$ cat config.mk
export PLATFORM = sky130hd
export DESIGN_NAME = pevc_top
export DESIGN_NICKNAME = d
export VERILOG_FILES = /design/src/common/pevc_pkg.sv /design/src/logic/pevc_sync.sv /design/src/logic/pevc_counter.sv /design/src/logic/pevc_top.sv
export SDC_FILE = /design/constraint.sdc
export NUM_CORES = 1
export LEC_CHECK = 0
export ABC_AREA = 1
export BUFFER_PORTS_ARGS = -buffer_cell sky130_fd_sc_hd__buf_2
export CAP_MARGIN = 40
export CORE_MARGIN = 10
export CORE_UTILIZATION = 60
export DETAILED_ROUTE_END_ITERATION = 16
export PLACE_DENSITY = 0.79
export RECOVER_POWER = 25
export SLEW_MARGIN = 10
export SYNTH_ARGS = -nofsm -noshare
export SYNTH_HDL_FRONTEND = slang
export SYNTH_SLANG_ARGS = --single-unit
$ cat constraint.sdc
create_clock -name clk_in -period 2.9 [get_ports clk_in]
set_input_delay 0.725 -clock clk_in [delete_from_list [all_inputs] [get_ports clk_in]]
set_output_delay 0.725 -clock clk_in [all_outputs]
set_load 0.005 [all_outputs]
$ cat src/common/pevc_pkg.sv
// Shared constants for the pipeline event counter block
package pevc_pkg;
    // Counter widths: counter 0 carries out of bit 15 or 11, counter 1 out of bit 11 or 7
    localparam int CNT0_W = 16;
    localparam int CNT1_W = 12;
    localparam int CNT0_LONG_BIT = 15;
    localparam int CNT0_SHORT_BIT = 11;
    localparam int CNT1_LONG_BIT = 11;
    localparam int CNT1_SHORT_BIT = 7;
    // Enable field position inside the instruction unit control register
    localparam int ENABLE_HI = 45;
    localparam int ENABLE_LO = 44;
    // Interrupt request delay after the crossing event
    localparam int IRQ_DELAY_CYCLES = 6;
    localparam logic [15:0] CNT0_RESET = 16'h0000;
    localparam logic [11:0] CNT1_RESET = 12'h000;
    // Counter 0 source codes (upper three bits unless noted)
    localparam logic [2:0] SRC0_ISSUE_HALF = 3'h0;
    localparam logic [2:0] SRC0_DRY = 3'h1;
    localparam logic [2:0] SRC0_LOAD = 3'h2;
    localparam logic [2:0] SRC0_FROZEN = 3'h3;
    localparam logic [2:0] SRC0_BRANCH = 3'h4;
    localparam logic [2:0] SRC0_CYCLE_GRP = 3'h5;
    localparam logic [2:0] SRC0_NOISSUE_HALF = 3'h6;
    localparam logic [2:0] SRC0_EXT = 3'h7;
    localparam logic [3:0] SRC0_PRIV = 4'hb;
    localparam logic [3:0] SRC0_CYCLES = 4'ha;
    // Counter 1 source codes
    localparam logic [2:0] SRC1_DMISS = 3'h0;
    localparam logic [2:0] SRC1_IMISS = 3'h1;
    localparam logic [2:0] SRC1_DUAL = 3'h2;
    localparam logic [2:0] SRC1_MISPRED = 3'h3;
    localparam logic [2:0] SRC1_FP_OP = 3'h4;
    localparam logic [2:0] SRC1_INT_OP = 3'h5;
    localparam logic [2:0] SRC1_STORE = 3'h6;
    localparam logic [2:0] SRC1_EXT = 3'h7;
endpackage

$ cat src/logic/pevc_sync.sv
// Two-flop synchroniser for the external event pins
`timescale 1ns/1ps
module pevc_sync #(
    parameter int WIDTH = 2
) (
    // Clock and reset
    input wire logic clk_in,
    input wire logic rst_in,
    // Data
    input wire logic [WIDTH-1:0] async_in,
    output logic [WIDTH-1:0] sync_out
);
    logic [WIDTH-1:0] meta_q;

    always_ff @(posedge clk_in or posedge rst_in) begin
        if (rst_in) begin
            meta_q <= '0;
            sync_out <= '0;
        end else begin
            meta_q <= async_in;
            sync_out <= meta_q;
        end
    end
endmodule

$ cat src/logic/pevc_counter.sv
// One event counter with carry detect at a selectable bit and delayed request
`timescale 1ns/1ps
module pevc_counter #(
    parameter int WIDTH = 16,
    parameter int LONG_BIT = 15,
    parameter int SHORT_BIT = 11,
    parameter int DELAY = 6
) (
    // Clock and reset
    input wire logic clk_in,
    input wire logic rst_in,
    // Control
    input wire logic count_in,
    input wire logic short_in,
    // Crossing pulse, delayed
    output logic cross_out
);
    logic [WIDTH-1:0] cnt_q;
    logic [WIDTH-1:0] cnt_d;
    logic [DELAY-2:0] pipe_q;
    logic carry;

    // Free-running binary count; no reload on crossing keeps later events
    always_comb begin
        cnt_d = cnt_q + WIDTH'(1);
    end

    assign carry = count_in &&
        (short_in ? (cnt_q[SHORT_BIT:0] == '1) : (cnt_q[LONG_BIT:0] == '1));

    always_ff @(posedge clk_in or posedge rst_in) begin
        if (rst_in) begin
            cnt_q <= '0;
        end else if (count_in) begin
            cnt_q <= cnt_d;
        end
    end

    // Carry travels DELAY-1 stages; the sticky request flop adds the last one,
    // so the request stands DELAY cycles after the event
    always_ff @(posedge clk_in or posedge rst_in) begin
        if (rst_in) begin
            pipe_q <= '0;
        end else begin
            pipe_q <= {pipe_q[DELAY-3:0], carry};
        end
    end

    assign cross_out = pipe_q[DELAY-2];
endmodule

$ cat src/logic/pevc_top.sv
// Pipeline event counters: source select, counting and interrupt requests
//
// Functional notes
// Counters clear to zero at power-up only, never otherwise.
// No port exposes a counter value; only interrupt requests are visible.
// Counting enabled by a two-bit field at control bits 45:44.
// Both enable bits clear stops both counters; either set runs both.
// Counting continues through interrupts and source changes.
// Each execution attempt may be counted, so reissued loads count twice.
// Interrupt request rises exactly six cycles after the crossing event.
// Events after a crossing keep counting toward the next request.
// Crossings stay pending; only a full wrap while a request is pending loses one.
// At most twelve instructions complete before service starts.
// Icache miss counting lets no instruction complete before interrupt.
// Branch mispredict counting lets at most two instructions complete.
// Counter 0 codes 000X issues halved, 001X dry pipeline cycles.
// Counter 0 codes 010X loads, 011X frozen pipeline cycles.
// Counter 0 code 100X counts branches, jumps and exception returns.
// Counter 0 code 1011 privileged-mode cycles, 1010 every cycle.
// Counter 0 code 110X counts non-issue cycles halved.
// Code 111X / 111 count that counter's external event pin.
// Counter 1 codes 000 dcache miss, 001 icache miss, 010 dual issue.
// Counter 1 code 011 counts branch and jump/return mispredictions.
// Counter 1 code 100 FP operates, 101 integer operates.
// Counter 1 code 110 counts stores.
// Counter 0 requests every 2^16 events, or 2^12 with threshold bit.
// Counter 1 requests every 2^12 events, or 2^8 with threshold bit.
// A pending request holds until software writes zero to its clear bit.
// Binary counters flag each carry at the chosen bit, no reload.
`timescale 1ns/1ps
module pevc_top
    import pevc_pkg::*;
#(
    parameter int CNT0_WIDTH = pevc_pkg::CNT0_W,
    parameter int CNT1_WIDTH = pevc_pkg::CNT1_W
) (
    // Clock and reset
    input wire logic clk_in,
    input wire logic rst_in,
    // Control register fields
    input wire logic [pevc_pkg::ENABLE_HI:pevc_pkg::ENABLE_LO] counter_enable_pair_in,
    input wire logic [3:0] counter0_source_select_in,
    input wire logic [2:0] counter1_source_select_in,
    input wire logic counter0_threshold_select_in,
    input wire logic counter1_threshold_select_in,
    // Interrupt clear register write (active-zero bits clear)
    input wire logic interrupt_clear_register_wr_in,
    input wire logic interrupt_clear_counter0_in,
    input wire logic interrupt_clear_counter1_in,
    // Pipeline events
    input wire logic [1:0] issue_count_in,
    input wire logic dry_cycle_in,
    input wire logic load_in,
    input wire logic frozen_cycle_in,
    input wire logic branch_in,
    input wire logic privileged_code_mode_in,
    input wire logic dcache_miss_in,
    input wire logic icache_miss_in,
    input wire logic mispredict_in,
    input wire logic fp_operate_in,
    input wire logic int_operate_in,
    input wire logic store_in,
    // External event pins
    input wire logic [1:0] external_event_pins_in,
    // Interrupt requests
    output logic counter0_irq_out,
    output logic counter1_irq_out
);
    import pevc_pkg::*;

    logic [1:0] ext_sync;
    logic counting;
    logic ev0;
    logic ev1;
    logic half_q;
    logic cross0;
    logic cross1;
    logic clr0;
    logic clr1;

    pevc_sync #(.WIDTH(2)) u_sync (
        .clk_in(clk_in),
        .rst_in(rst_in),
        .async_in(external_event_pins_in),
        .sync_out(ext_sync)
    );

    assign counting = |counter_enable_pair_in;

    // Halving toggle shared by the two halved sources; it never resets except
    // at power-up, so fractional halves carry across source changes.
    always_ff @(posedge clk_in or posedge rst_in) begin
        if (rst_in) begin
            half_q <= 1'b0;
        end else if (counting) begin
            unique case (counter0_source_select_in[3:1])
                SRC0_ISSUE_HALF: half_q <= half_q ^ (issue_count_in == 2'd1);
                SRC0_NOISSUE_HALF: half_q <= half_q ^ (issue_count_in == 2'd0);
                default: half_q <= half_q;
            endcase
        end
    end

    // Counter 0 source select; loads are counted per attempt as offered
    always_comb begin
        unique case (counter0_source_select_in[3:1])
            SRC0_ISSUE_HALF: ev0 = (issue_count_in == 2'd2) ||
                ((issue_count_in == 2'd1) && half_q);
            SRC0_DRY: ev0 = dry_cycle_in;
            SRC0_LOAD: ev0 = load_in;
            SRC0_FROZEN: ev0 = frozen_cycle_in;
            SRC0_BRANCH: ev0 = branch_in;
            SRC0_CYCLE_GRP: ev0 = (counter0_source_select_in == SRC0_PRIV) ?
                privileged_code_mode_in : 1'b1;
            SRC0_NOISSUE_HALF: ev0 = (issue_count_in == 2'd0) && half_q;
            SRC0_EXT: ev0 = ext_sync[0];
            default: ev0 = 1'b0;
        endcase
    end

    // Counter 1 source select
    always_comb begin
        unique case (counter1_source_select_in)
            SRC1_DMISS: ev1 = dcache_miss_in;
            SRC1_IMISS: ev1 = icache_miss_in;
            SRC1_DUAL: ev1 = (issue_count_in == 2'd2);
            SRC1_MISPRED: ev1 = mispredict_in;
            SRC1_FP_OP: ev1 = fp_operate_in;
            SRC1_INT_OP: ev1 = int_operate_in;
            SRC1_STORE: ev1 = store_in;
            SRC1_EXT: ev1 = ext_sync[1];
            default: ev1 = 1'b0;
        endcase
    end

    pevc_counter #(
        .WIDTH(CNT0_WIDTH),
        .LONG_BIT(CNT0_LONG_BIT),
        .SHORT_BIT(CNT0_SHORT_BIT),
        .DELAY(IRQ_DELAY_CYCLES)
    ) u_cnt0 (
        .clk_in(clk_in),
        .rst_in(rst_in),
        .count_in(counting && ev0),
        .short_in(counter0_threshold_select_in),
        .cross_out(cross0)
    );

    pevc_counter #(
        .WIDTH(CNT1_WIDTH),
        .LONG_BIT(CNT1_LONG_BIT),
        .SHORT_BIT(CNT1_SHORT_BIT),
        .DELAY(IRQ_DELAY_CYCLES)
    ) u_cnt1 (
        .clk_in(clk_in),
        .rst_in(rst_in),
        .count_in(counting && ev1),
        .short_in(counter1_threshold_select_in),
        .cross_out(cross1)
    );

    assign clr0 = interrupt_clear_register_wr_in && !interrupt_clear_counter0_in;
    assign clr1 = interrupt_clear_register_wr_in && !interrupt_clear_counter1_in;

    // Sticky requests; a new crossing in the clear cycle wins over the clear
    always_ff @(posedge clk_in or posedge rst_in) begin
        if (rst_in) begin
            counter0_irq_out <= 1'b0;
        end else if (cross0) begin
            counter0_irq_out <= 1'b1;
        end else if (clr0) begin
            counter0_irq_out <= 1'b0;
        end
    end

    always_ff @(posedge clk_in or posedge rst_in) begin
        if (rst_in) begin
            counter1_irq_out <= 1'b0;
        end else if (cross1) begin
            counter1_irq_out <= 1'b1;
        end else if (clr1) begin
            counter1_irq_out <= 1'b0;
        end
    end

    // Requests go no faster than six cycles, which bounds the completed
    // instructions before service to twelve at dual issue.

    // Assertions
    ext_pin_a: assert property (@(posedge clk_in) disable iff (rst_in)
        (counting && counter1_source_select_in == SRC1_EXT && $past(ext_sync[1]) == 1'b0
            && ext_sync[1]) |-> ev1)
        else $error("external pin event not selected");

    irq_hold0_a: assert property (@(posedge clk_in) disable iff (rst_in)
        (counter0_irq_out && !clr0) |=> counter0_irq_out)
        else $error("counter 0 request dropped without clear");

    irq_hold1_a: assert property (@(posedge clk_in) disable iff (rst_in)
        (counter1_irq_out && !clr1) |=> counter1_irq_out)
        else $error("counter 1 request dropped without clear");

    set_wins_a: assert property (@(posedge clk_in) disable iff (rst_in)
        (cross0 && clr0) |=> counter0_irq_out)
        else $error("crossing lost under clear");

    delay_six_a: assert property (@(posedge clk_in) disable iff (rst_in)
        (u_cnt0.carry) |-> ##6 counter0_irq_out)
        else $error("counter 0 request not six cycles after crossing");

    delay_six1_a: assert property (@(posedge clk_in) disable iff (rst_in)
        (u_cnt1.carry) |-> ##6 counter1_irq_out)
        else $error("counter 1 request not six cycles after crossing");

    no_early_a: assert property (@(posedge clk_in) disable iff (rst_in)
        (!counter1_irq_out && !cross1) |=> !counter1_irq_out)
        else $error("counter 1 request rose early");

    stop_cnt_a: assert property (@(posedge clk_in) disable iff (rst_in)
        (!counting) |=> (u_cnt0.cnt_q == $past(u_cnt0.cnt_q))
            && (u_cnt1.cnt_q == $past(u_cnt1.cnt_q)))
        else $error("counter moved while disabled");

    count_up_a: assert property (@(posedge clk_in) disable iff (rst_in)
        (counting && ev1) |=> u_cnt1.cnt_q == $past(u_cnt1.cnt_q) + 12'h001)
        else $error("counter 1 missed an event");

    short_thr_a: assert property (@(posedge clk_in) disable iff (rst_in)
        (counting && ev1 && counter1_threshold_select_in
            && u_cnt1.cnt_q[7:0] == 8'hff) |-> u_cnt1.carry)
        else $error("counter 1 short threshold missed");

    long_thr_a: assert property (@(posedge clk_in) disable iff (rst_in)
        (counting && ev0 && !counter0_threshold_select_in
            && u_cnt0.cnt_q != 16'hffff) |-> !u_cnt0.carry)
        else $error("counter 0 crossed early");

    clr_works0_a: assert property (@(posedge clk_in) disable iff (rst_in)
        (counter0_irq_out && clr0 && !cross0) |=> !counter0_irq_out)
        else $error("counter 0 request not cleared");

    clr_works1_a: assert property (@(posedge clk_in) disable iff (rst_in)
        (counter1_irq_out && clr1 && !cross1) |=> !counter1_irq_out)
        else $error("counter 1 request not cleared");

    set_wins1_a: assert property (@(posedge clk_in) disable iff (rst_in)
        (cross1 && clr1) |=> counter1_irq_out)
        else $error("counter 1 crossing lost under clear");

    no_early0_a: assert property (@(posedge clk_in) disable iff (rst_in)
        (!counter0_irq_out && !cross0) |=> !counter0_irq_out)
        else $error("counter 0 request rose early");

    count_up0_a: assert property (@(posedge clk_in) disable iff (rst_in)
        (counting && ev0) |=> u_cnt0.cnt_q == $past(u_cnt0.cnt_q) + 16'h0001)
        else $error("counter 0 missed an event");

    idle0_a: assert property (@(posedge clk_in) disable iff (rst_in)
        !(counting && ev0) |=> $stable(u_cnt0.cnt_q))
        else $error("counter 0 moved without an event");

    idle1_a: assert property (@(posedge clk_in) disable iff (rst_in)
        !(counting && ev1) |=> $stable(u_cnt1.cnt_q))
        else $error("counter 1 moved without an event");

    short_thr0_a: assert property (@(posedge clk_in) disable iff (rst_in)
        (counting && ev0 && counter0_threshold_select_in
            && u_cnt0.cnt_q[11:0] == 12'hfff) |-> u_cnt0.carry)
        else $error("counter 0 short threshold missed");

    long_hit0_a: assert property (@(posedge clk_in) disable iff (rst_in)
        (counting && ev0 && !counter0_threshold_select_in
            && u_cnt0.cnt_q == 16'hffff) |-> u_cnt0.carry)
        else $error("counter 0 long threshold missed");

    long_thr1_a: assert property (@(posedge clk_in) disable iff (rst_in)
        (counting && ev1 && !counter1_threshold_select_in
            && u_cnt1.cnt_q == 12'hfff) |-> u_cnt1.carry)
        else $error("counter 1 long threshold missed");

    quiet_carry0_a: assert property (@(posedge clk_in) disable iff (rst_in)
        !(counting && ev0) |-> !u_cnt0.carry)
        else $error("counter 0 carry without an event");

    quiet_carry1_a: assert property (@(posedge clk_in) disable iff (rst_in)
        !(counting && ev1) |-> !u_cnt1.carry)
        else $error("counter 1 carry without an event");

    dual_sel_a: assert property (@(posedge clk_in) disable iff (rst_in)
        (counter1_source_select_in == SRC1_DUAL && issue_count_in == 2'd2) |-> ev1)
        else $error("dual issue not selected");

    cycle_sel_a: assert property (@(posedge clk_in) disable iff (rst_in)
        (counter0_source_select_in == SRC0_CYCLES) |-> ev0)
        else $error("core cycle not selected");

    priv_sel_a: assert property (@(posedge clk_in) disable iff (rst_in)
        (counter0_source_select_in == SRC0_PRIV) |-> (ev0 == privileged_code_mode_in))
        else $error("privileged mode cycle not selected");

    store_sel_a: assert property (@(posedge clk_in) disable iff (rst_in)
        (counter1_source_select_in == SRC1_STORE) |-> (ev1 == store_in))
        else $error("store not selected");

    load_sel_a: assert property (@(posedge clk_in) disable iff (rst_in)
        (counter0_source_select_in[3:1] == SRC0_LOAD) |-> (ev0 == load_in))
        else $error("load not selected");

    // Single issues must alternate the halving toggle, else pairs are miscounted
    half_pair_a: assert property (@(posedge clk_in) disable iff (rst_in)
        (counting && counter0_source_select_in[3:1] == SRC0_ISSUE_HALF
            && issue_count_in == 2'd1) |=> (half_q != $past(half_q)))
        else $error("single issue did not toggle the halving state");
endmodule

; ---- Yosys cells after proc, flatten, opt, wreduce, memory -nomap -nowiden
; Index checks and enable logic that the tools add are counted.
[word_totals]
reg_bits = 45
inputBits = 31
output_inout_bits = 2
wordCells = 63
[classes]
n_addsub = 2
n_eq_ne = 21
muxes = 10
bitwise = 2
reduce_logical = 19
[op_table]
columns = operator, count
row1 = $eq 12x12->1 const B, 2
row2 = $eq 3x3->1 const B, 8
row3 = $add 16x1->16 const B, 1
row4 = $eq 16x16->1 const B, 1
row5 = $pmux 1 s8, 2
row6 = $add 12x1->12 const B, 1
row7 = $eq 3x2->1 const B, 4
row8 = $eq 8x8->1 const B, 1
row9 = $logic_and 1x1->1, 8
row10 = $mux 1, 7
row11 = $eq 3x1->1 const B, 2
row12 = $logic_not 3->1, 2
row13 = $reduce_bool 2->1, 3
row14 = $eq 4x4->1 const B, 1
row15 = $eq 2x1->1 const B, 1
row16 = $eq 2x2->1 const B, 1
row17 = $logic_not 1->1, 2
row18 = $logic_not 2->1, 1
row19 = $pmux 1 s2, 1
row20 = $reduce_and 2->1, 1
row21 = $reduce_or 2->1, 1
row22 = $xor 1x1->1, 2
row23 = $logic_or 1x1->1, 1

; ---- Longest topological paths before layout
; Gate-level depths: netlist (run 1).
[depth]
word_depth = 6
mapped_depth = 10
ltp_nobuf = 10

; ---- By module
; Synthesis (run 1) repeated with hierarchy kept, for this count alone.
[unflattened]
hier_cells = 245
area_unflattened_um2 = 2153.3
[by_module_without_submodules]
columns = mod, n_inst, cells_per_inst, area_per_inst_um2, seq_area_each_um2
row1 = pevc_counter at u_cnt0, 1, 99, 930.9, 525.5
row2 = pevc_counter at u_cnt1, 1, 75, 763.2, 425.4
row3 = pevc_top, 1, 66, 355.3, 75.1
row4 = pevc_sync, 1, 5, 103.8, 100.1

; ---- Worst setup path before layout (run 1)
; Ideal clock, no wire load.
[synth_path]
kind = input-to-reg
from = in counter1_source_select_in[0]
to = reg u_cnt1.cnt_q[2]
setup_ps = 116
arrival_time_ps = 1560
t_required_ps = 2784
setup_slack_ps = 1224
path_stages = 10
n_path_buf = 2
cell_sequence = buf_6 -> a21oi_1 -> o21ai_0 -> nand2_1 -> nand2_1 -> nand3_4 -> inv_4 -> buf_6 -> nand3_1 -> nand2_1
[synth_via]
elab_chain_len = 3
word_cells_on_any_way = 10
classes_between = eq/ne (7) / mux (1) / reduce/logical (2)
[synth_lines]
columns = item, line_no
row1 = "start, declared", pevc_top.sv:43  ; input wire logic [2:0] counter1_source_select_in,
row2 = $eq 3x3->1 (tied with other cells), pevc_top.sv:123  ; unique case (counter1_source_select_in)
row3 = $pmux 1 s8 *, pevc_top.sv:123
row4 = $logic_and 1x1->1 *, pevc_top.sv:157  ; .count_in(counting && ev1),
row5 = "end signal, assigned", pevc_counter.sv:35  ; cnt_q <= cnt_d;
row6 = "end, declared", pevc_counter.sv:18  ; logic [WIDTH-1:0] cnt_q;
; Every way passes the cells marked *; elsewhere a longest branch is shown, timed or not.
; A chain may end at the register's enable or synchronous reset.

; ---- Worst setup path in the final report (run 1)
[layout_path]
from = in counter0_source_select_in[2]
to = reg u_cnt0.cnt_q[15]
[layout_via]
elab_chain_len = 4
word_cells_on_any_way = 12
classes_between = eq/ne (8) / mux (2) / reduce/logical (2)
[layout_lines]
columns = item, line_no
row1 = "start, declared", pevc_top.sv:42  ; input wire logic [3:0] counter0_source_select_in,
row2 = $eq 4x4->1, pevc_top.sv:113  ; SRC0_CYCLE_GRP: ev0 = (counter0_source_select_in == SRC0_PRIV) ?
row3 = $mux 1, pevc_top.sv:113
row4 = $pmux 1 s8 *, pevc_top.sv:106  ; unique case (counter0_source_select_in[3:1])
row5 = $logic_and 1x1->1 *, pevc_top.sv:144  ; .count_in(counting && ev0),
row6 = "end signal, assigned", pevc_counter.sv:35
row7 = "end, declared", pevc_counter.sv:18
; Marks and branches as above.

==> flow_summary.toml, run 1 <==
[sta]
finClkSkew_ns = 0.00371
rsz0062_at_grt = "false"
fin_crit_sh_pct = 58.2
max_freq_ghz = 0.592
post-route-min-period_ns = 1.69
hold_violations = 0
drv_slew = 0
relSlewSlack_pct = 70.6
finalSetupTns_ns = 0
worstMarginPinSlew_ns = 0.441
setup_violations = 0

[worst_setup_path]
path_buf_inv = 3
reg2reg_from = "u_cnt0.cnt_q[0]"
critPathSlowestCell = "nor2_8"
max_stage_delay_ns = 0.30
cp_cell_sequence = "buf_2 -> inv_2 -> nand2_1 -> nor2_1 -> nor2_1 -> nand3_1 -> nand2_2 -> nor2_8 -> inv_2 -> nand2_1 -> o21ai_1"
cp.required_ns = 3.08
worst-path-max-fanout = 26
worst_r2r_path_depth = 7
end_kind = "flop"
cp.arrival_ns = 1.87
crit_type = "primary input to flop"
r2r_end = "u_cnt0.cnt_q[14]"
r2r_slack_ns = 1.28
start_kind = "primary input"
cp_top_family = "simple AND/OR/NAND/NOR gates"

[global_routing]
grt_pass1_wl_um = 7410
grt_pass1_vias = 1723
grt_usage_pct = 13.4
grt_max_degree = 38
antenna_found_initial = 0
grt-ovfl-total = 0

[clock_network]
postCtsHoldBufs = 0
cts_tree = "done"
cts.sinks = 45
cts_setup_buffers = 0
clkSlewWorstSetupHoldPaths_ns = 0.09
clock_path_buffers = 2
clkLatencyLatePin_ns = 0.29
cts_resized = 0
cts_max_level = 2
numCtsBuffers = 5
root_buffer = "clkbuf_8"

[pwr]
seqPwrFrac_pct = 51.7
clkPwrFrac_pct = 24.2
switchingPower_mw = 0.567
switching_share_pct = 34.5
ir_worst_vdd_v = 0.000379
p_per_area_nw_per_um2 = 624
power_mw = 1.64
p_int_mw = 1.08
pwr-share-comb_pct = 24.1
p_leak_nw = 1.34

[drt]
wire_per_inst_um = 11.8
ant_nets = 0
drc_errors = 0
wl_um = 4350
num_vias = 1870
drt_iter0_drc = 107
firstDrtPassIters = 4
via_per_inst = 5.05

[synthesis]
syn_inst = 285
ys_top_cells_by_area = "dfrtp_1, nand2_1, inv_1"
synthDistinctLibCells = 32
synth_top_area_share_pct = 47.8
synth_seq_area_share_pct = 47.8
synth_edf_count = 0
yosys_warnings = 0
yosys.area.top_type = "dfrtp_1"
synth_seq_cells = 45
synthesis.nets = 318
synth.most_common_cell = "nand2_1"
syn-cell-area_um2 = 2360
syn-mean-instance-area_um2 = 8.27
synthFlopType = "dfrtp_1"
ys_top_cells_by_count = "nand2_1, dfrtp_1, inv_1, nor2_1, nand3_1"
synthArstFlopShare_pct = 100

[placed_design]
gp_congestion = 0.854
portBuffers = 32
hpwlAfterDp_um = 3320

[cells_and_area]
area_growth_pct = 11.7
final_core_util_pct = 70.4
nets = 354
drive_above_1_share_pct = 16.5
antenna_cells = 0

[floorplan]
core_um2 = 3740
start_util_pct = 63.0
die_y_um = 82.7
dieWidth_um = 82.7
num_rows = 22
die_area_um2 = 6840
io_pins = 33

[worst_hold_path]
min_path_type = "primary input to async pin"

[job]
drv_cap = 0

[status]
status = "finished, final reports clean"
-- sequential cells by signal, summed over array words and instances (netlist names) --
signal,cells
u_sync.meta_q,2
u_sync.sync_out,2
counter0_irq_out,1
u_cnt0.cnt_q,16
u_cnt1.pipe_q,5
half_q,1
u_cnt0.pipe_q,5
u_cnt1.cnt_q,12
counter1_irq_out,1
-- power by group through the flow --
stage / Clock [mW] / Sequential, mW / Combinational [mW]
floorplan: 0 / 0.833 / 0.325
global placement: 0 / 0.856 / 0.377
global route: 0.441 / 0.868 / 0.452
CTS: 0.410 / 0.848 / 0.397
detailed placement: 0 / 0.857 / 0.396
finish: 0.398 / 0.851 / 0.396
-- metrics by stage --
stage	setup slack, ns	std cells	cell area (um^2)	hold slack [ns]
final	1.21	370	2630	0.328
after global routing	1.08	370	2630	0.335
after CTS	1.22	370	2630	0.337
after detailed placement	0.903	362	2540	0.335
after global placement	0.959	362	2540	0.334
after floorplan	1.12	285	2360	0.331
-- cell usage in the layout, fill, tap and decap left out, types with 2 or more instances in the layout --
cell type   n
dfrtp_1    45
o21ai_0     6
nor2_1     22
o21ai_1    13
nor3_1      9
inv_2       2
inv_1      35
ha_1        2
o211ai_1    3
nand3_1    20
xnor2_1    10
buf_2      32
nand2_1    82
xor2_1     12
inv_6       2
clkbuf_8    5
nand4_1     2
-- how the worst max path moves through the flow --
stage,start,endpoint,slack [ns],cells after the start
6_report,counter0_source_select_in[2],u_cnt0.cnt_q[15],1.21,11
5_1_grt,counter0_source_select_in[2],u_cnt0.cnt_q[15],1.08,11
4_1_cts,counter0_source_select_in[2],u_cnt0.cnt_q[15],1.22,11
3_5_place_dp,counter0_source_select_in[2],u_cnt0.cnt_q[15],0.90,11
3_3_place_gp,counter0_source_select_in[2],u_cnt0.cnt_q[15],0.96,11
2_1_floorplan,rst_in,counter0_irq_out,1.12,1
-- kinds of logic (layout without fill, tap and decap cells) --
| family | count (synthesis) | after routing | synth area share [%] |
|---|---|---|---|
| AO/OA/AOI/OAI | 29 | 29 | 7.48 |
| XOR/XNOR | 22 | 22 | 8.17 |
| adder cells (fa/ha/maj) | 2 | 2 | 1.06 |
| buffers and inverters | 43 | 80 | 8.23 |
| flip-flops | 45 | 45 | 47.8 |
| AND/OR/NAND/NOR | 144 | 144 | 27.3 |
-- layer usage --
| metal | vias up | GRT usage, % | part of all wire, % |
|---|---|---|---|
| met5 | - | 0 | 0 |
| met4 | 0 | 4.18 | 1.4 |
| met3 | 7 | 3.78 | 9.5 |
| met2 | 53 | 21.1 | 42 |
| met1 | 839 | 17.6 | 47 |
| li1 | 971 | - | - |
-- layout make-up --
class / count / area, um^2
inverter: 39 / 149
tap: 48 / 60.1
timing repair buffer: 33 / 168
multi-input combinational: 197 / 1040
clock inverter: 3 / 25.0
sequential: 45 / 1130
fill: 297 / 1110
clock buffer: 5 / 68.8
No activity file was read; power rests on OpenSTA's default activity.
==> inputs of run 2 (changes only) <==
Settings changed: ABC_AREA 1 to 0, CORE_UTILIZATION 60 to 55, PLACE_DENSITY 0.79 to 0.74.
Clock period 2.9 ns to 1.8 ns, I/O delays scaled along.
==> run 2 against run 1 <==
Sequential power is 65% higher; critical endpoint is now u_cnt0.cnt_q[1]; sequential share of layout area increased by 3.8 points; setup slack worse by 1.0 ns; clock-buffer cell count unchanged; utilization fell by 3.8 points; synthesized cell count fell by 40%; largest cell class unchanged; first-iteration DRC count shrank 78%; critical path depth is 6 lower.
==> flow_summary.toml, run 2 <==
[cells_and_area]
area_growth_pct = 18.3
final_cell_mix = "dfrtp_1, buf_2, xnor2_1, nor2_1"
final_common_cell = "dfrtp_1"
top_regs = "u_cnt0.cnt_q: 16 flops, u_cnt1.cnt_q: 12 flops"
nets = 249
final_core_util_pct = 66.5
top_register = "u_cnt0.cnt_q"
drive_above_1_share_pct = 27.6
antenna_cells = 0
largest_reg_flops = 16

[worst_setup_path]
crit_type = "primary input to flop"
start_kind = "primary input"
worst-path-max-fanout = 10
cp.arrival_ns = 1.80
worst_r2r_path_depth = 5
critPathSlowestCell = "mux2_2"
cp_cell_sequence = "buf_2 -> mux2i_1 -> a21oi_1 -> o221ai_4 -> mux2_2"
r2r_end = "u_cnt0.cnt_q[12]"
cp.required_ns = 1.99
r2r_slack_ns = 0.21
reg2reg_from = "u_cnt0.cnt_q[2]"
end_kind = "flop"
max_stage_delay_ns = 0.38

[sta]
post-route-min-period_ns = 1.61
finalSetupTns_ns = 0
fin_crit_sh_pct = 89.6
relSlewSlack_pct = 68.7
drv_slew = 0
worstMarginPinSlew_ns = 0.466
max_freq_ghz = 0.620
setup_violations = 0
rsz0062_at_grt = "false"
hold_violations = 0
finClkSkew_ns = 0.00682

[floorplan]
die_area_um2 = 6550
num_rows = 22
dieWidth_um = 81.0
core_um2 = 3630
start_util_pct = 56.2
die_y_um = 81.0
io_pins = 33

[clock_network]
root_buffer = "clkbuf_8"
cts_max_level = 2
cts_setup_buffers = 0
clkLatencyLatePin_ns = 0.30
cts_resized = 0
cts_tree = "done"
clkSlewWorstSetupHoldPaths_ns = 0.08
clock_path_buffers = 2
postCtsHoldBufs = 0
cts.sinks = 45
numCtsBuffers = 5

[synthesis]
ys_top_cells_by_area = "dfrtp_1, xnor2_1, xor2_1"
ys_top_cells_by_count = "dfrtp_1, xnor2_1, nor2_1, nand4_1, xor2_1"
yosys.area.top_type = "dfrtp_1"
synth.most_common_cell = "dfrtp_1"
synthFlopType = "dfrtp_1"
synth_top_area_share_pct = 55.1
synthesis.nets = 204
syn-cell-area_um2 = 2040
syn-mean-instance-area_um2 = 11.9
yosys_warnings = 0
syn_inst = 171
synth_seq_area_share_pct = 55.1
synthDistinctLibCells = 37
synth_edf_count = 0
synthArstFlopShare_pct = 100
synth_seq_cells = 45

[placed_design]
hpwlAfterDp_um = 2820
gp_congestion = 0.800
portBuffers = 32

[global_routing]
grt_max_degree = 35
antenna_found_initial = 0
grt_pass1_vias = 1551
grt_pass1_wl_um = 6780
grt_usage_pct = 13.1
grt-ovfl-total = 0

[drt]
num_vias = 1436
wl_um = 3740
via_per_inst = 5.42
ant_nets = 0
drc_errors = 0
drt_iter0_drc = 24
wire_per_inst_um = 14.1
firstDrtPassIters = 4

[pwr]
ir_worst_vdd_v = 0.000549
p_leak_nw = 1.18
power_mw = 2.54
p_per_area_nw_per_um2 = 1050

[status]
status = "finished, final reports clean"

[worst_hold_path]
min_path_type = "primary input to async pin"

[job]
drv_cap = 0
run 2: power breakdown:
part	total, mW	switching, mW	internal (mW)
registers	1.40	0.200	1.20
clock network	0.613	0.338	0.275
logic	0.529	0.272	0.257
total	2.54	0.810	1.73
run 2: per-layer routing:
| layer | wire, um | share of wire, % | GRT usage [%] |
|---|---|---|---|
| met1 | 1500 | 40 | 13.4 |
| met2 | 1920 | 51 | 23.0 |
| met3 | 264 | 7.1 | 5.74 |
| met4 | 60 | 1.6 | 5.54 |
| met5 | 0 | 0 | 0 |
run 2: worst max path at each step:
stage / start / endpoint / slack [ns] / cells past startpoint
after floorplan: counter0_source_select_in[1] / u_cnt0.cnt_q[7] / 0.08 / 6
after global placement: counter1_source_select_in[0] / u_cnt1.cnt_q[9] / -0.04 / 5
after detailed placement: counter1_source_select_in[0] / u_cnt1.cnt_q[9] / -0.08 / 5
after CTS: u_cnt0.cnt_q[2] / u_cnt0.cnt_q[12] / 0.19 / 5
after global routing: u_cnt0.cnt_q[2] / u_cnt0.cnt_q[13] / 0.02 / 5
final: counter0_source_select_in[1] / u_cnt0.cnt_q[1] / 0.19 / 5
run 2: critical path, delay by kind of cell:
family | cells | cell delay [ns]
compound gates | 2 | 0.51
buf+inv | 1 | 0.17
mux | 2 | 0.65
run 2: area by class of cell:
| cell class | count | area [um^2] |
|---|---|---|
| Fill cell | 305 | 1220 |
| Sequential cell | 45 | 1130 |
| Multi-Input combinational cell | 116 | 873 |
| Inverter | 7 | 26.3 |
| Clock buffer | 5 | 68.8 |
| Timing Repair Buffer | 41 | 240 |
| Tap cell | 48 | 60.1 |
| Clock inverter | 3 | 22.5 |
run 2: cell families (layout without fill, tap and decap cells):
group / count (synthesis) / in the layout / share of synthesized area (%)
simple gates: 65 / 65 / 18.1
flops: 45 / 45 / 55.1
xor+xnor: 27 / 27 / 11.6
compound gates: 17 / 17 / 8.33
buf+inv: 10 / 56 / 2.45
mux: 5 / 5 / 3.18
fa+ha+maj: 2 / 2 / 1.22
run 2: through the flow:
| step | instances | instance area (um^2) | hold WS (ns) | setup WS [ns] |
|---|---|---|---|---|
| after floorplan | 171 | 2040 | 0.331 | 0.0820 |
| after global placement | 257 | 2320 | 0.332 | -0.0356 |
| after detailed placement | 257 | 2320 | 0.335 | -0.0786 |
| after CTS | 265 | 2410 | 0.0903 | 0.193 |
| after global routing | 265 | 2420 | 0.104 | 0.0192 |
| final | 265 | 2420 | 0.0904 | 0.188 |
==> inputs of run 3 (changes only) <==
Settings changed: ABC_CLOCK_PERIOD_IN_PS set to 1800, CORE_ASPECT_RATIO set to 1.5, SYNTH_HIERARCHICAL set to 1.
==> run 3 against run 2 <==
Fmax is 14% lower; flip-flop and latch count did not move; clock power down 2%; setup slack lost 0.27 ns; largest cell class unchanged; combinational power decreased by 12%; cell count down 7.9%; critical path depth is 2 higher; total power is 3.7% lower; first-iteration DRC count grew to 3.3 times the previous value; sequential power about the same; highest routed layer unchanged; via count down 4.0%; the flow now finishes with violations (negative setup slack).
==> flow_summary.toml, run 3 <==
[clock_network]
numCtsBuffers = 5
root_buffer = "clkbuf_8"
clock_path_buffers = 2
cts_tree = "done"
clkSlewWorstSetupHoldPaths_ns = 0.09
cts.sinks = 45
clkLatencyLatePin_ns = 0.30
cts_max_level = 2

[cells_and_area]
multi_input_area_um2 = 885
largest_reg_flops = 16
final_cell_mix = "dfrtp_1, buf_2, xor2_1, nand2_1, buf_4"
final-seq-area_um2 = 1130
fillers = 266
final_common_cell = "dfrtp_1"
drive_above_1_share_pct = 35.6
top_regs = "u_cnt0/cnt_q: 16 flops, u_cnt1/cnt_q: 12 flops"
area_growth_pct = 24.1
top_register = "u_cnt0/cnt_q"
antenna_cells = 0
nets = 234

[floorplan]
io_pins = 33
start_util_pct = 57.0
dieWidth_um = 68.6
core_um2 = 3420
num_rows = 26
die_y_um = 92.8
die_area_um2 = 6370

[synthesis]
yosys_warnings = 6
synthArstFlopShare_pct = 100
ys_top_cells_by_count = "dfrtp_1, xor2_1, nand2_1, nor4_1"
synth_seq_cells = 45
synthFlopType = "dfrtp_1"
syn-mean-instance-area_um2 = 12.8
synth.most_common_cell = "dfrtp_1"
synth_top_area_share_pct = 57.9
ys_top_cells_by_area = "dfrtp_1, xor2_1, mux4_2"
synth_seq_area_share_pct = 57.9
synthesis.nets = 185
synthDistinctLibCells = 30
syn-cell-area_um2 = 1950
syn_inst = 152
yosys.area.top_type = "dfrtp_1"
synth_edf_count = 0

[worst_setup_path]
r2r_slack_ns = -0.08
worst_r2r_path_depth = 7
worst-path-max-fanout = 5
cp_cell_sequence = "nand3b_1 -> o21ai_1 -> mux4_2 -> o221a_4 -> nand4_1 -> nor3_2 -> xor2_1"
crit_type = "flop to flop"
cp.arrival_ns = 2.06
reg2reg_from = "half_q"
startpoint = "half_q"
r2r_end = "u_cnt0/cnt_q[12]"
start_kind = "flop"
critPathSlowestCell = "mux4_2"
max_stage_delay_ns = 0.46
end_kind = "flop"
cp.required_ns = 1.98

[global_routing]
grt_usage_pct = 13.6
grt-ovfl-total = 0
grt_pass1_wl_um = 6780
grt_max_degree = 22
grt_pass1_vias = 1498
antenna_found_initial = 0

[placed_design]
preCtsSetupSlack_ns = -0.360
portBuffers = 32
gp_congestion = 0.951
hpwlAfterDp_um = 3060

[job]
drv_cap = 0

[drt]
drt_iter0_drc = 78
wl_um = 4020
via_per_inst = 5.65
ant_nets = 0
num_vias = 1379
wire_per_inst_um = 16.5
firstDrtPassIters = 4
drc_errors = 0

[pwr]
clkPwrFrac_pct = 24.6
p_int_mw = 1.68
switchingPower_mw = 0.765
switching_share_pct = 31.2
ir_worst_vdd_v = 0.000718
p_per_area_nw_per_um2 = 1010
p_leak_nw = 1.25
seqPwrFrac_pct = 56.4
pwr-share-comb_pct = 19.0

[sta]
setup_violations = 10
hold_violations = 0
post-route-min-period_ns = 1.88
fin_crit_sh_pct = 105
max_freq_ghz = 0.531
hold_ws_ns = 0.0506
rsz0062_at_grt = "true"
setup_ws_ns = -0.0850
worstMarginPinSlew_ns = 1.07
drv_slew = 0
relSlewSlack_pct = 28.4
finClkSkew_ns = 0.00948

[worst_hold_path]
min_path_type = "primary input to async pin"

[status]
failed_checks = "negative setup slack"
status = "finished with violations"
-- run 3: logic make-up (layout without fill, tap and decap cells) --
group,Yosys count,in the layout,synth area share (%)
buffers and inverters,6,56,1.16
xor gates and xnor gates,27,27,12.2
AOI/OAI and AO/OA,9,9,3.54
DFF,45,45,57.9
and+or+nand+nor,57,57,18.8
muxes,6,6,5.14
adders and majority gates,2,2,1.29
-- run 3: final cells by class --
class,count,share of cell area (%)
sequential,45,46.6
inverter,6,0.933
timing repair buffer,42,10.1
tap,42,2.18
clock inverter,3,0.725
multi-input combinational,101,36.6
clock buffer,5,2.85
-- run 3: power groups by stage --
stage | Combinational (mW) | Sequential (mW) | Clock [mW]
CTS | 0.441 | 1.37 | 0.618
floorplan | 0.296 | 1.35 | 0
finish | 0.465 | 1.38 | 0.602
global route | 0.515 | 1.41 | 0.658
detailed placement | 0.441 | 1.39 | 0
global placement | 0.411 | 1.38 | 0
-- run 3: how the worst max path moves through the flow --
| stage | cells after the start | slack, ns | to |
|---|---|---|---|
| 6_report | 7 | -0.08 | u_cnt0/cnt_q[12] |
| 3_3_place_gp | 8 | -0.23 | u_cnt0/cnt_q[14] |
| 4_1_cts | 7 | -0.08 | u_cnt0/cnt_q[14] |
| 3_5_place_dp | 8 | -0.36 | u_cnt0/cnt_q[13] |
| 5_1_grt | 7 | -0.17 | u_cnt0/pipe_q[0] |
| 2_1_floorplan | 7 | -0.003 | u_cnt0/cnt_q[13] |
-- run 3: stage by stage --
stage | power (mW) | instance area, um^2 | utilization [%] | instances | TNS (ns)
finish | 2.45 | 2410 | 70.7 | 244 | -0.567
global route | 2.58 | 2410 | 70.7 | 244 | -1.42
CTS | 2.43 | 2340 | 68.5 | 242 | -0.422
detailed placement | 1.83 | 2240 | 65.5 | 234 | -4.52
global placement | 1.79 | 2240 | 65.5 | 234 | -3.30
floorplan | 1.65 | 1960 | - | 152 | -0.00551
-- run 3: repair_timing --
action / in CTS / in global routing
hold endpoints to repair: 0 / 0
pin swaps: 1 / 9
hold buffers: 0 / 0
setup endpoints to repair: 9 / 15
resized for setup: 3 / 8
buffers inserted: 0 / 2
-- run 3: routing by layer --
| layer | GRT usage (%) | vias up | part of all wire [%] |
|---|---|---|---|
| li1 | - | 641 | - |
| met1 | 14.5 | 697 | 38 |
| met2 | 24.3 | 32 | 53 |
| met3 | 3.86 | 9 | 7.0 |
| met4 | 4.55 | 0 | 1.8 |
| met5 | 0 | - | 0 |
-- run 3: critical path, delay by kind of cell (launching register included) --
family           cells  cell delay, ns
multiplexers         1            0.46
AND/OR/NAND/NOR      3            0.41
flip-flops           1            0.41
XOR/XNOR             1            0.16
AO/OA/AOI/OAI        2            0.33
